`src/hdl/mbf_cfg.svh`:
```
// constants of the modbus ascii slave framer
`ifndef MBF_CFG_SVH
`define MBF_CFG_SVH
`define MBF_CH_COLON   7'h3a
`define MBF_CH_CR      7'h0d
`define MBF_CH_LF      7'h0a
`define MBF_CH_DIGIT   3'h3
`define MBF_CH_LETTER  7'h37
`define MBF_MAX_DIGIT  4'h9
`define MBF_FN_RD_MULT 8'h03
`define MBF_FN_WR_ONE  8'h06
`define MBF_FN_WR_MULT 8'h10
`define MBF_FN_RD_WR   8'h17
`define MBF_CLK_HZ     200000000
`define MBF_BAUD_SLOW  9600
`define MBF_BAUD_FAST  19200
`endif

```
`src/hdl/mbf_pkg.sv`:
```
// types of the modbus ascii slave framer
package mbf_pkg;
  typedef enum logic [2:0] {
    MBF_RX_IDLE    = 3'b000,
    MBF_RX_ADDR_HI = 3'b001,
    MBF_RX_ADDR_LO = 3'b010,
    MBF_RX_BODY    = 3'b011,
    MBF_RX_LF      = 3'b100
  } mbf_rx_e;

  typedef enum logic [2:0] {
    MBF_TX_IDLE  = 3'b000,
    MBF_TX_COLON = 3'b001,
    MBF_TX_AD_HI = 3'b010,
    MBF_TX_AD_LO = 3'b011,
    MBF_TX_HEX   = 3'b100,
    MBF_TX_WAIT  = 3'b101,
    MBF_TX_CR    = 3'b110,
    MBF_TX_LF    = 3'b111
  } mbf_tx_e;

  typedef struct packed {
    logic [15:0] bcnt;
    logic        tick;
    mbf_rx_e     rst;
    logic        nib;
    logic [3:0]  hi;
    logic [3:0]  ad_t;
    logic [7:0]  ad;
    logic        addr_ok;
    logic [7:0]  sum;
    logic [1:0]  nbytes;
    logic [7:0]  func;
    logic [7:0]  held;
    logic        err;
    logic [7:0]  data;
    logic        data_vld;
    logic        ok;
    logic        drop;
    logic        pend;
    logic [7:0]  r_ad;
    logic [7:0]  r_func;
    mbf_tx_e     tst;
    logic [7:0]  cur;
    logic [7:0]  tsum;
    logic        thi;
    logic        tlast;
    logic        tlrc;
  } mbf_st_s;
endpackage

```
`src/hdl/mbf_buf2.sv`:
```
// two-entry valid/ready buffer
`timescale 1ns/1ps
module mbf_buf2 #(
  parameter int W = 7
) (
  input  wire logic         sys_clk_i,
  input  wire logic         reset_n_i,
  input  wire logic [W-1:0] in_data_i,
  input  wire logic         in_valid_i,
  output logic              in_ready_o,
  output logic [W-1:0]      out_data_o,
  output logic              out_valid_o,
  input  wire logic         out_ready_i
);
  typedef struct packed {
    logic [W-1:0] d0;
    logic [W-1:0] d1;
    logic [1:0]   cnt;
  } mbf_buf_s;

  mbf_buf_s s_q;
  mbf_buf_s s_d;
  logic     push;
  logic     pop;

  assign in_ready_o  = (s_q.cnt != 2'h2);
  assign out_valid_o = (s_q.cnt != 2'h0);
  assign out_data_o  = s_q.d0;
  assign push        = in_valid_i & in_ready_o;
  assign pop         = out_valid_o & out_ready_i;

  always_comb begin
    s_d = s_q;
    case ({push, pop})
      2'b10: begin
        if (s_q.cnt == 2'h0) begin
          s_d.d0 = in_data_i;
        end else begin
          s_d.d1 = in_data_i;
        end
        s_d.cnt = s_q.cnt + 2'h1;
      end
      2'b01: begin
        s_d.d0  = s_q.d1;
        s_d.cnt = s_q.cnt - 2'h1;
      end
      2'b11: begin
        if (s_q.cnt == 2'h1) begin
          s_d.d0 = in_data_i;
        end else begin
          s_d.d0 = s_q.d1;
          s_d.d1 = in_data_i;
        end
      end
      default: begin
        s_d.cnt = s_q.cnt;
      end
    endcase
  end

  always_ff @(posedge sys_clk_i or negedge reset_n_i) begin
    if (!reset_n_i) begin
      s_q <= '0;
    end else begin
      s_q <= s_d;
    end
  end
endmodule

```
`src/hdl/mbf_framer.sv`:
```
// modbus ascii slave framer: request decode, response encode, bit rate
//
// Summary of operation
// - every frame starts with colon 3Ah
// - address is two decimal digits, 1..99
// - own address comes from configuration input
// - every frame ends with CR then LF
// - respond only after colon and CR LF
// - colon discards partial frame, restarts assembly
// - bytes travel as two hex chars, high first
// - accept functions 03h, 06h, 10h, 17h only
// - data field content is function dependent
// - check covers bytes between colon and CR
// - sender inserts check byte before CR LF
// - check mismatch drops the frame silently
// - check is negated eight-bit byte sum
// - transmit only in answer to a request
// - bit rate 9600 or 19200, both ends equal
// - read data supplied by application after request
`timescale 1ns/1ps
`include "mbf_cfg.svh"
module mbf_framer
  import mbf_pkg::*;
#(
  parameter int CLK_HZ = `MBF_CLK_HZ
) (
  input  wire logic       sys_clk_i,
  input  wire logic       reset_n_i,
  input  wire logic [6:0] cfg_slave_addr_i,
  input  wire logic       baud_fast_i,
  output logic            baud_tick_o,
  input  wire logic [6:0] rx_char_i,
  input  wire logic       rx_char_valid_i,
  output logic [7:0]      rx_func_o,
  output logic [7:0]      rx_data_o,
  output logic            rx_data_valid_o,
  output logic            rx_frame_ok_o,
  output logic            rx_frame_drop_o,
  input  wire logic [7:0] tx_byte_i,
  input  wire logic       tx_valid_i,
  input  wire logic       tx_last_i,
  output logic            tx_ready_o,
  output logic            tx_busy_o,
  output logic [6:0]      tx_char_o,
  output logic            tx_char_valid_o,
  input  wire logic       tx_char_ready_i
);
  localparam logic [15:0] DIV_SLOW = 16'(CLK_HZ / `MBF_BAUD_SLOW);
  localparam logic [15:0] DIV_FAST = 16'(CLK_HZ / `MBF_BAUD_FAST);

  mbf_st_s    s_q;
  mbf_st_s    s_d;
  logic       push;
  logic [6:0] ch;
  logic       buf_rdy;

  function automatic logic [4:0] hex_dec(input logic [6:0] c);
    logic [4:0] r;
    r = 5'h00;
    if (c[6:4] == `MBF_CH_DIGIT && c[3:0] <= `MBF_MAX_DIGIT) begin
      r = {1'b1, c[3:0]};
    end else if (c >= 7'h41 && c <= 7'h46) begin
      r = {1'b1, 4'(c - `MBF_CH_LETTER)};
    end
    return r;
  endfunction

  function automatic logic [6:0] hex_enc(input logic [3:0] n);
    logic [6:0] r;
    r = (n <= `MBF_MAX_DIGIT) ? {`MBF_CH_DIGIT, n}
                              : 7'(`MBF_CH_LETTER + {3'h0, n});
    return r;
  endfunction

  function automatic logic is_digit(input logic [6:0] c);
    return (c[6:4] == `MBF_CH_DIGIT) && (c[3:0] <= `MBF_MAX_DIGIT);
  endfunction

  function automatic logic fn_ok(input logic [7:0] f);
    return (f == `MBF_FN_RD_MULT) || (f == `MBF_FN_WR_ONE) ||
           (f == `MBF_FN_WR_MULT) || (f == `MBF_FN_RD_WR);
  endfunction

  always_comb begin
    logic [4:0] hd;
    logic [7:0] byte_v;
    logic [6:0] adv;
    hd     = hex_dec(rx_char_i);
    byte_v = {s_q.hi, hd[3:0]};
    adv    = 7'({s_q.ad_t, 3'h0}) + 7'({s_q.ad_t, 1'b0}) +
             {3'h0, rx_char_i[3:0]};
    s_d    = s_q;
    push   = 1'b0;
    ch     = 7'h00;
    s_d.data_vld = 1'b0;
    s_d.ok       = 1'b0;
    s_d.drop     = 1'b0;
    s_d.tick     = 1'b0;
    // bit rate enable for the character layer
    if (s_q.bcnt == 16'h0000) begin
      s_d.tick = 1'b1;
      s_d.bcnt = (baud_fast_i ? DIV_FAST : DIV_SLOW) - 16'h0001;
    end else begin
      s_d.bcnt = s_q.bcnt - 16'h0001;
    end

    // response encoder
    case (s_q.tst)
      MBF_TX_IDLE: begin
        if (s_q.pend) begin
          s_d.tst = MBF_TX_COLON;
        end
      end
      MBF_TX_COLON: begin
        push = 1'b1;
        ch   = `MBF_CH_COLON;
        if (buf_rdy) begin
          s_d.tst = MBF_TX_AD_HI;
        end
      end
      MBF_TX_AD_HI: begin
        push = 1'b1;
        ch   = {`MBF_CH_DIGIT, s_q.r_ad[7:4]};
        if (buf_rdy) begin
          s_d.tst = MBF_TX_AD_LO;
        end
      end
      MBF_TX_AD_LO: begin
        push = 1'b1;
        ch   = {`MBF_CH_DIGIT, s_q.r_ad[3:0]};
        if (buf_rdy) begin
          s_d.tst   = MBF_TX_HEX;
          s_d.cur   = s_q.r_func;
          s_d.tsum  = s_q.r_ad + s_q.r_func;
          s_d.thi   = 1'b1;
          s_d.tlast = 1'b0;
          s_d.tlrc  = 1'b0;
        end
      end
      MBF_TX_HEX: begin
        push = 1'b1;
        ch   = hex_enc(s_q.thi ? s_q.cur[7:4] : s_q.cur[3:0]);
        if (buf_rdy) begin
          s_d.thi = ~s_q.thi;
          if (!s_q.thi) begin
            if (s_q.tlrc) begin
              s_d.tst = MBF_TX_CR;
            end else if (s_q.tlast) begin
              s_d.cur  = 8'h00 - s_q.tsum;
              s_d.tlrc = 1'b1;
            end else begin
              s_d.tst = MBF_TX_WAIT;
            end
          end
        end
      end
      MBF_TX_WAIT: begin
        if (tx_valid_i) begin
          s_d.cur   = tx_byte_i;
          s_d.tsum  = s_q.tsum + tx_byte_i;
          s_d.tlast = tx_last_i;
          s_d.tst   = MBF_TX_HEX;
        end
      end
      MBF_TX_CR: begin
        push = 1'b1;
        ch   = `MBF_CH_CR;
        if (buf_rdy) begin
          s_d.tst = MBF_TX_LF;
        end
      end
      MBF_TX_LF: begin
        push = 1'b1;
        ch   = `MBF_CH_LF;
        if (buf_rdy) begin
          s_d.tst  = MBF_TX_IDLE;
          s_d.pend = 1'b0;
        end
      end
      default: begin
        s_d.tst = MBF_TX_IDLE;
      end
    endcase

    // request decoder
    if (rx_char_valid_i) begin
      if (rx_char_i == `MBF_CH_COLON) begin
        s_d.rst    = MBF_RX_ADDR_HI;
        s_d.err    = 1'b0;
        s_d.nib    = 1'b0;
        s_d.nbytes = 2'h0;
        s_d.sum    = 8'h00;
        s_d.drop   = (s_q.rst == MBF_RX_BODY) || (s_q.rst == MBF_RX_LF);
      end else begin
        case (s_q.rst)
          MBF_RX_IDLE: begin
            s_d.rst = MBF_RX_IDLE;
          end
          MBF_RX_ADDR_HI: begin
            s_d.ad_t = rx_char_i[3:0];
            s_d.rst  = is_digit(rx_char_i) ? MBF_RX_ADDR_LO : MBF_RX_IDLE;
          end
          MBF_RX_ADDR_LO: begin
            s_d.addr_ok = (adv == cfg_slave_addr_i) && (adv != 7'h00);
            s_d.ad      = {s_q.ad_t, rx_char_i[3:0]};
            s_d.sum     = {s_q.ad_t, rx_char_i[3:0]};
            s_d.rst     = is_digit(rx_char_i) ? MBF_RX_BODY : MBF_RX_IDLE;
          end
          MBF_RX_BODY: begin
            if (rx_char_i == `MBF_CH_CR) begin
              s_d.err = s_q.err | s_q.nib;
              s_d.rst = MBF_RX_LF;
            end else if (!hd[4]) begin
              s_d.err = 1'b1;
            end else if (!s_q.nib) begin
              s_d.hi  = hd[3:0];
              s_d.nib = 1'b1;
            end else begin
              s_d.nib = 1'b0;
              s_d.sum = s_q.sum + byte_v;
              if (s_q.nbytes == 2'h0) begin
                s_d.func = byte_v;
              end
              // last byte is held back: it is the check byte
              if (s_q.nbytes == 2'h2) begin
                s_d.data     = s_q.held;
                s_d.data_vld = 1'b1;
              end else begin
                s_d.nbytes = s_q.nbytes + 2'h1;
              end
              s_d.held = byte_v;
            end
          end
          MBF_RX_LF: begin
            s_d.rst = MBF_RX_IDLE;
            if (rx_char_i == `MBF_CH_LF && !s_q.err && s_q.sum == 8'h00 &&
                s_q.nbytes == 2'h2 && s_q.addr_ok && fn_ok(s_q.func)) begin
              s_d.ok = 1'b1;
              if (!s_d.pend) begin
                s_d.pend   = 1'b1;
                s_d.r_ad   = s_q.ad;
                s_d.r_func = s_q.func;
              end
            end else begin
              s_d.drop = 1'b1;
            end
          end
          default: begin
            s_d.rst = MBF_RX_IDLE;
          end
        endcase
      end
    end
  end

  always_ff @(posedge sys_clk_i or negedge reset_n_i) begin
    if (!reset_n_i) begin
      s_q <= '0;
    end else begin
      s_q <= s_d;
    end
  end

  mbf_buf2 #(
    .W (7)
  ) u_txbuf (
    .sys_clk_i   (sys_clk_i),
    .reset_n_i   (reset_n_i),
    .in_data_i   (ch),
    .in_valid_i  (push),
    .in_ready_o  (buf_rdy),
    .out_data_o  (tx_char_o),
    .out_valid_o (tx_char_valid_o),
    .out_ready_i (tx_char_ready_i)
  );

  assign baud_tick_o     = s_q.tick;
  assign rx_func_o       = s_q.func;
  assign rx_data_o       = s_q.data;
  assign rx_data_valid_o = s_q.data_vld;
  assign rx_frame_ok_o   = s_q.ok;
  assign rx_frame_drop_o = s_q.drop;
  assign tx_ready_o      = (s_q.tst == MBF_TX_WAIT);
  assign tx_busy_o       = s_q.pend;
endmodule

```
`config.mk`:
```
export PLATFORM = sky130hd
export DESIGN_NAME = mbf_framer
export DESIGN_NICKNAME = d
export VERILOG_FILES = /design/src/hdl/mbf_pkg.sv /design/src/hdl/mbf_buf2.sv /design/src/hdl/mbf_framer.sv
export VERILOG_INCLUDE_DIRS = /design/src /design/src/hdl
export SDC_FILE = /design/constraint.sdc
export NUM_CORES = 1
export LEC_CHECK = 0
export BUFFER_PORTS_ARGS = -buffer_cell sky130_fd_sc_hd__buf_2
export CAP_MARGIN = 20
export CORE_MARGIN = 1
export CORE_UTILIZATION = 55
export DETAILED_ROUTE_END_ITERATION = 6
export PLACE_DENSITY = 0.77
export SYNTH_ARGS = -nofsm -noshare
export SYNTH_HDL_FRONTEND = slang
export SYNTH_SLANG_ARGS = --single-unit
```
`constraint.sdc`:
```
create_clock -name sys_clk_i -period 2.65 [get_ports sys_clk_i]
set_clock_uncertainty 0.2 [all_clocks]
set_input_delay 0.3975 -clock sys_clk_i [delete_from_list [all_inputs] [get_ports sys_clk_i]]
set_output_delay 0.3975 -clock sys_clk_i [all_outputs]
set_load 0.005 [all_outputs]
```
==> metrics list <==
* Outcome: complete, but fails checks
- The checks that failed: setup timing.
- Worst slack after detailed placement: -0.748 ns
- The area growth from synthesis to layout is 22.8%.
* Worst Path Arrival: 2.91 ns
* Utilization after layout: a little over two thirds
- Synthesized instance count: 792
* Detailed placer's ending HPWL: between 10000 and 15000 um
- The analysis attributes to cell leakage a power of 4.80 nW.
* Number of buffers on the longest clock path: 2
* Delay of the slowest cell on the worst path: 0.42 ns
- In this design, the critical path's most frequently occurring cell is sky130_fd_sc_hd__ha_4.
* Die ar.: roughly 15000 um^2
- Share of flip-flops with an asynchronous set or reset: 100%
* Final Hold Vio Count: 0
- Count of final max-slew check failures: 0
- DRT Pass-1 Iters: 5
- Type of the worst min-delay path: input pin to register
- For the worst setup path, the data required time is 2.75 ns.
- Worst Setup End Kind: register
- Power density relative to cell area: 818 nW/um^2
- In the layout the commonest cells are 130 x sky130_fd_sc_hd__dfrtp_1, 81 x sky130_fd_sc_hd__nand2_1, 79 x sky130_fd_sc_hd__buf_4.
- The core region is 14000 um^2.
- The library cell used most frequently in the layout, excluding fill and tap cells, is sky130_fd_sc_hd__dfrtp_1.
* Crit path time final: around 2.8 ns
* Highest Clock Rate: 355 MHz
- Sequential fraction of the synthesis area: a little over 40%
* Global-route wire length before repair: 32400 um
* Warning count from the yosys run: 0
- In this run, synthesis produced a sequential element count of around 130.
- Highest-delay cell along the critical path: sky130_fd_sc_hd__or4_4
* ANT cells: 0
- The clock net in this run drives a total of approximately 130 sinks.
* Horiz. Die Dim: ~120 um
* Cell family contributing the most delay on the critical path: simple AND/OR/NAND/NOR gates
- The later pin in the worst-skew pair is clocked with a latency of ~0.42 ns.
- Overall power consumption: 0.00796 W
* Initial cell density of the core: roughly 57%
- Number of buffer cells added on primary ports: between 50 and 60
- The number of antenna violations at the first check in global routing came to 0.
* Clock-pin transition on the worst setup and hold timing paths: ~0.060 ns
- Clock tree synthesis inserted a total of 17 buffers.
- Worst Max-Slew Pin Slew: between 0.5 and 0.6 ns
* Mean number of vias per cell: approximately 5.8
- Cells with a size suffix above 1 make up between 30% and 40% of the layout.
* Ports placed on the boundary: between 50 and 60
* Number of buffers and inverters on the critical path: 3
* Via count of the first global-routing pass: between 6000 and 7000
- The synthesized netlist contains 90 unique library cells.
- Setup slack on the critical path of the routed design comes to -0.163 ns.
- Register area: roughly 3300 um^2
- Vias after detailed routing: ~6400
- Root buffer cell: sky130_fd_sc_hd__clkbuf_16
* Number of enable-type register cells in the synthesized netlist: 0
* Crit-path max FO: 4
- Syn Area/Cell: ~10 um^2
- Final-stage net count: around 990
* Critical path launch point type: input pin
- After filler insertion, the fill cell instance count of the layout stands at just over 1000.
* Net Count, Synth: between 800 and 900
* Number of placement rows: between 40 and 50
- The detail route stage leaves a number of antenna-violating nets equal to 0.
- CTS tree: done
* Total track usage: between 20 and 30%
- Combined area of the multi-input logic cells: 4460 um^2
- Summed over all layers, the global routing overflow is 0.
- In the final routed layout, each cell accounts on average for around 18 um.
* Height of the chip: approximately 120 um
- In this run the tightest slew margin relative to its limit is 63.3%.
- WL final: ~20000 um
* Cell area after synthesis: 7920 um^2
- Final-report setup violation count: 4
* Iteration-0 DRC Markers: between 500 and 600
* H-tree levels: 4
* Routability Congestion: slightly below 0.9
- Entering global routing, the biggest net connects 61 pins.
- The tool flagged a number of max-cap violations equal to 0.
- VDD sags by at most approximately 0.5 mV.
- The signal on the critical path passes through buf_12 > inv_12 > ha_4 > or4_4 > o211a_4 > mux2_4 > ha_4 > inv_2 > fa_2 > nand2b_4 > a21oi_4 > o21a_1 > or3_1 > a32oi_1 > o31ai_1.
* Setup repair after global routing missed its margin: true
- Post-synth top flop: sky130_fd_sc_hd__dfrtp_1
- Share of the cycle needed by the critical path after routing: 106%
- Detailed-route DRC error count: 0
- The critical path in this run is classified as input pin to register.
==> timing repair <==
action	in CTS	in global routing
pin swaps	16	14
buffers inserted	11	2
endpoints found under the setup margin	7	31
resized for setup	23	24
hold buffers	2	0
hold endpoints to repair	37	0
==> power by group <==
group / internal (W) / switching (W)
Clock: 0.00149 / 0.000931
Sequential: 0.00230 / 0.000300
Combinational: 0.00131 / 0.00162
==> final timing paths <==
| check | startpoint | endpoint | slack [ns] | cells after the start |
|---|---|---|---|---|
| worst max-delay path | rx_char_i[1] | s_q[75] | -0.16 | 15 |
| worst min-delay path | baud_fast_i | s_q[112] | 0.08 | 3 |
| worst max register to register | s_q[110] | s_q[107] | 0.10 | 9 |
| worst min register to register | s_q[58] | s_q[58] | 0.28 | 2 |
| max in group asynchronous | reset_n_i | s_q[72] | 1.23 | 3 |
| min in group asynchronous | reset_n_i | s_q[10] | 0.30 | 2 |
==> stage by stage <==
stage               cell area, um^2  instances  hold slack (ns)  setup TNS [ns]
floorplan                      8000        792          -0.0981          -0.742
CTS                            9600       1098           0.0732          -0.203
global placement               8770       1053            0.209           -4.11
finish                         9730       1100           0.0817          -0.278
global route                   9730       1100            0.115          -0.771
detailed placement             8770       1053            0.220           -5.66
==> area by class of cell <==
cell class	instances	area share [%]
Clock buffer	18	4.41
Clock inverter	14	1.85
Inverter	40	1.70
Multi-Input combinational cell	575	45.8
Sequential cell	131	33.7
Tap cell	180	2.32
Timing Repair Buffer	142	10.2
==> metal layers <==
metal / up-vias / track usage, % / wire (um)
met3: 38 / 4.49 / 987
met5: - / 0 / 0
met1: 3189 / 36.0 / 8350
met4: 0 / 12.8 / 467
met2: 199 / 47.6 / 9780
li1: 3002 / - / -
==> state kept, by name, summed over array words and instances, names as in the netlist <==
register	cells
rx_data_valid_o	1
rx_data_o	8
baud_tick_o	1
rx_frame_drop_o	1
u_txbuf.s_q	9
u_txbuf.out_data_o	7
s_q	94
rx_frame_ok_o	1
rx_func_o	8
tx_busy_o	1
==> worst reg2reg max path, stage by stage, from the launching register on <==
cell	delay [ns]
sky130_fd_sc_hd__dfrtp_1	0.38
sky130_fd_sc_hd__or3_4	0.41
sky130_fd_sc_hd__nor3_4	0.18
sky130_fd_sc_hd__and4bb_2	0.26
sky130_fd_sc_hd__o21bai_4	0.13
sky130_fd_sc_hd__ha_2	0.22
sky130_fd_sc_hd__nand2_2	0.07
sky130_fd_sc_hd__or3_4	0.33
sky130_fd_sc_hd__xor2_1	0.14
sky130_fd_sc_hd__a21oi_1	0.16
==> synthesized netlist by cell type, types with 3 or more instances <==
cell type                  number  share of area, %
sky130_fd_sc_hd__a211oi_1       3              0.28
sky130_fd_sc_hd__a21o_1         7              0.66
sky130_fd_sc_hd__a21oi_1       40               2.5
sky130_fd_sc_hd__a22oi_1       10              0.95
sky130_fd_sc_hd__a31oi_1        3              0.24
sky130_fd_sc_hd__a32oi_1        3              0.33
sky130_fd_sc_hd__and2_1         8              0.63
sky130_fd_sc_hd__and3b_1        3              0.33
sky130_fd_sc_hd__buf_1          3              0.14
sky130_fd_sc_hd__buf_2          3              0.19
sky130_fd_sc_hd__buf_4         25               2.4
sky130_fd_sc_hd__buf_6          3              0.43
sky130_fd_sc_hd__clkbuf_1      12              0.57
sky130_fd_sc_hd__dfrtp_1      131                41
sky130_fd_sc_hd__fa_1           5               1.3
sky130_fd_sc_hd__ha_1          44               6.9
sky130_fd_sc_hd__inv_1         38               1.8
sky130_fd_sc_hd__mux2_1         3              0.43
sky130_fd_sc_hd__mux2_2        45               6.4
sky130_fd_sc_hd__mux2_4         7               1.3
sky130_fd_sc_hd__mux2i_1       11               1.4
sky130_fd_sc_hd__nand2_1       82               3.9
sky130_fd_sc_hd__nand2_4        3              0.43
sky130_fd_sc_hd__nand2b_1       9              0.71
sky130_fd_sc_hd__nand3_1        7              0.44
sky130_fd_sc_hd__nand3b_1       4              0.38
sky130_fd_sc_hd__nand4_1        3              0.24
sky130_fd_sc_hd__nor2_1        54               2.6
sky130_fd_sc_hd__nor2b_1        9              0.71
sky130_fd_sc_hd__nor3_1        17               1.1
sky130_fd_sc_hd__nor3b_1        3              0.28
sky130_fd_sc_hd__nor4_1         6              0.47
sky130_fd_sc_hd__nor4b_1        4              0.44
sky130_fd_sc_hd__o211ai_1       9              0.85
sky130_fd_sc_hd__o21a_1         7              0.66
sky130_fd_sc_hd__o21ai_0       56               3.5
sky130_fd_sc_hd__o31ai_1        5              0.47
sky130_fd_sc_hd__or2_2          5              0.39
sky130_fd_sc_hd__or3_1          6              0.47
sky130_fd_sc_hd__xnor2_1       19               2.1
sky130_fd_sc_hd__xor2_1        24               2.7
==> logic make-up (layout without fill, tap and decap cells) <==
logic type	after synthesis	after routing	synth area share [%]
XOR/XNOR	43	43	4.75
AND/OR/NAND/NOR	241	241	15.9
multiplexers	66	66	9.54
adder cells (fa/ha/maj)	49	49	8.21
AO/OA/AOI/OAI	176	176	14.6
flip-flops	131	131	41.4
buffers and inverters	86	214	5.59
Power figures use the tool's default switching activity.
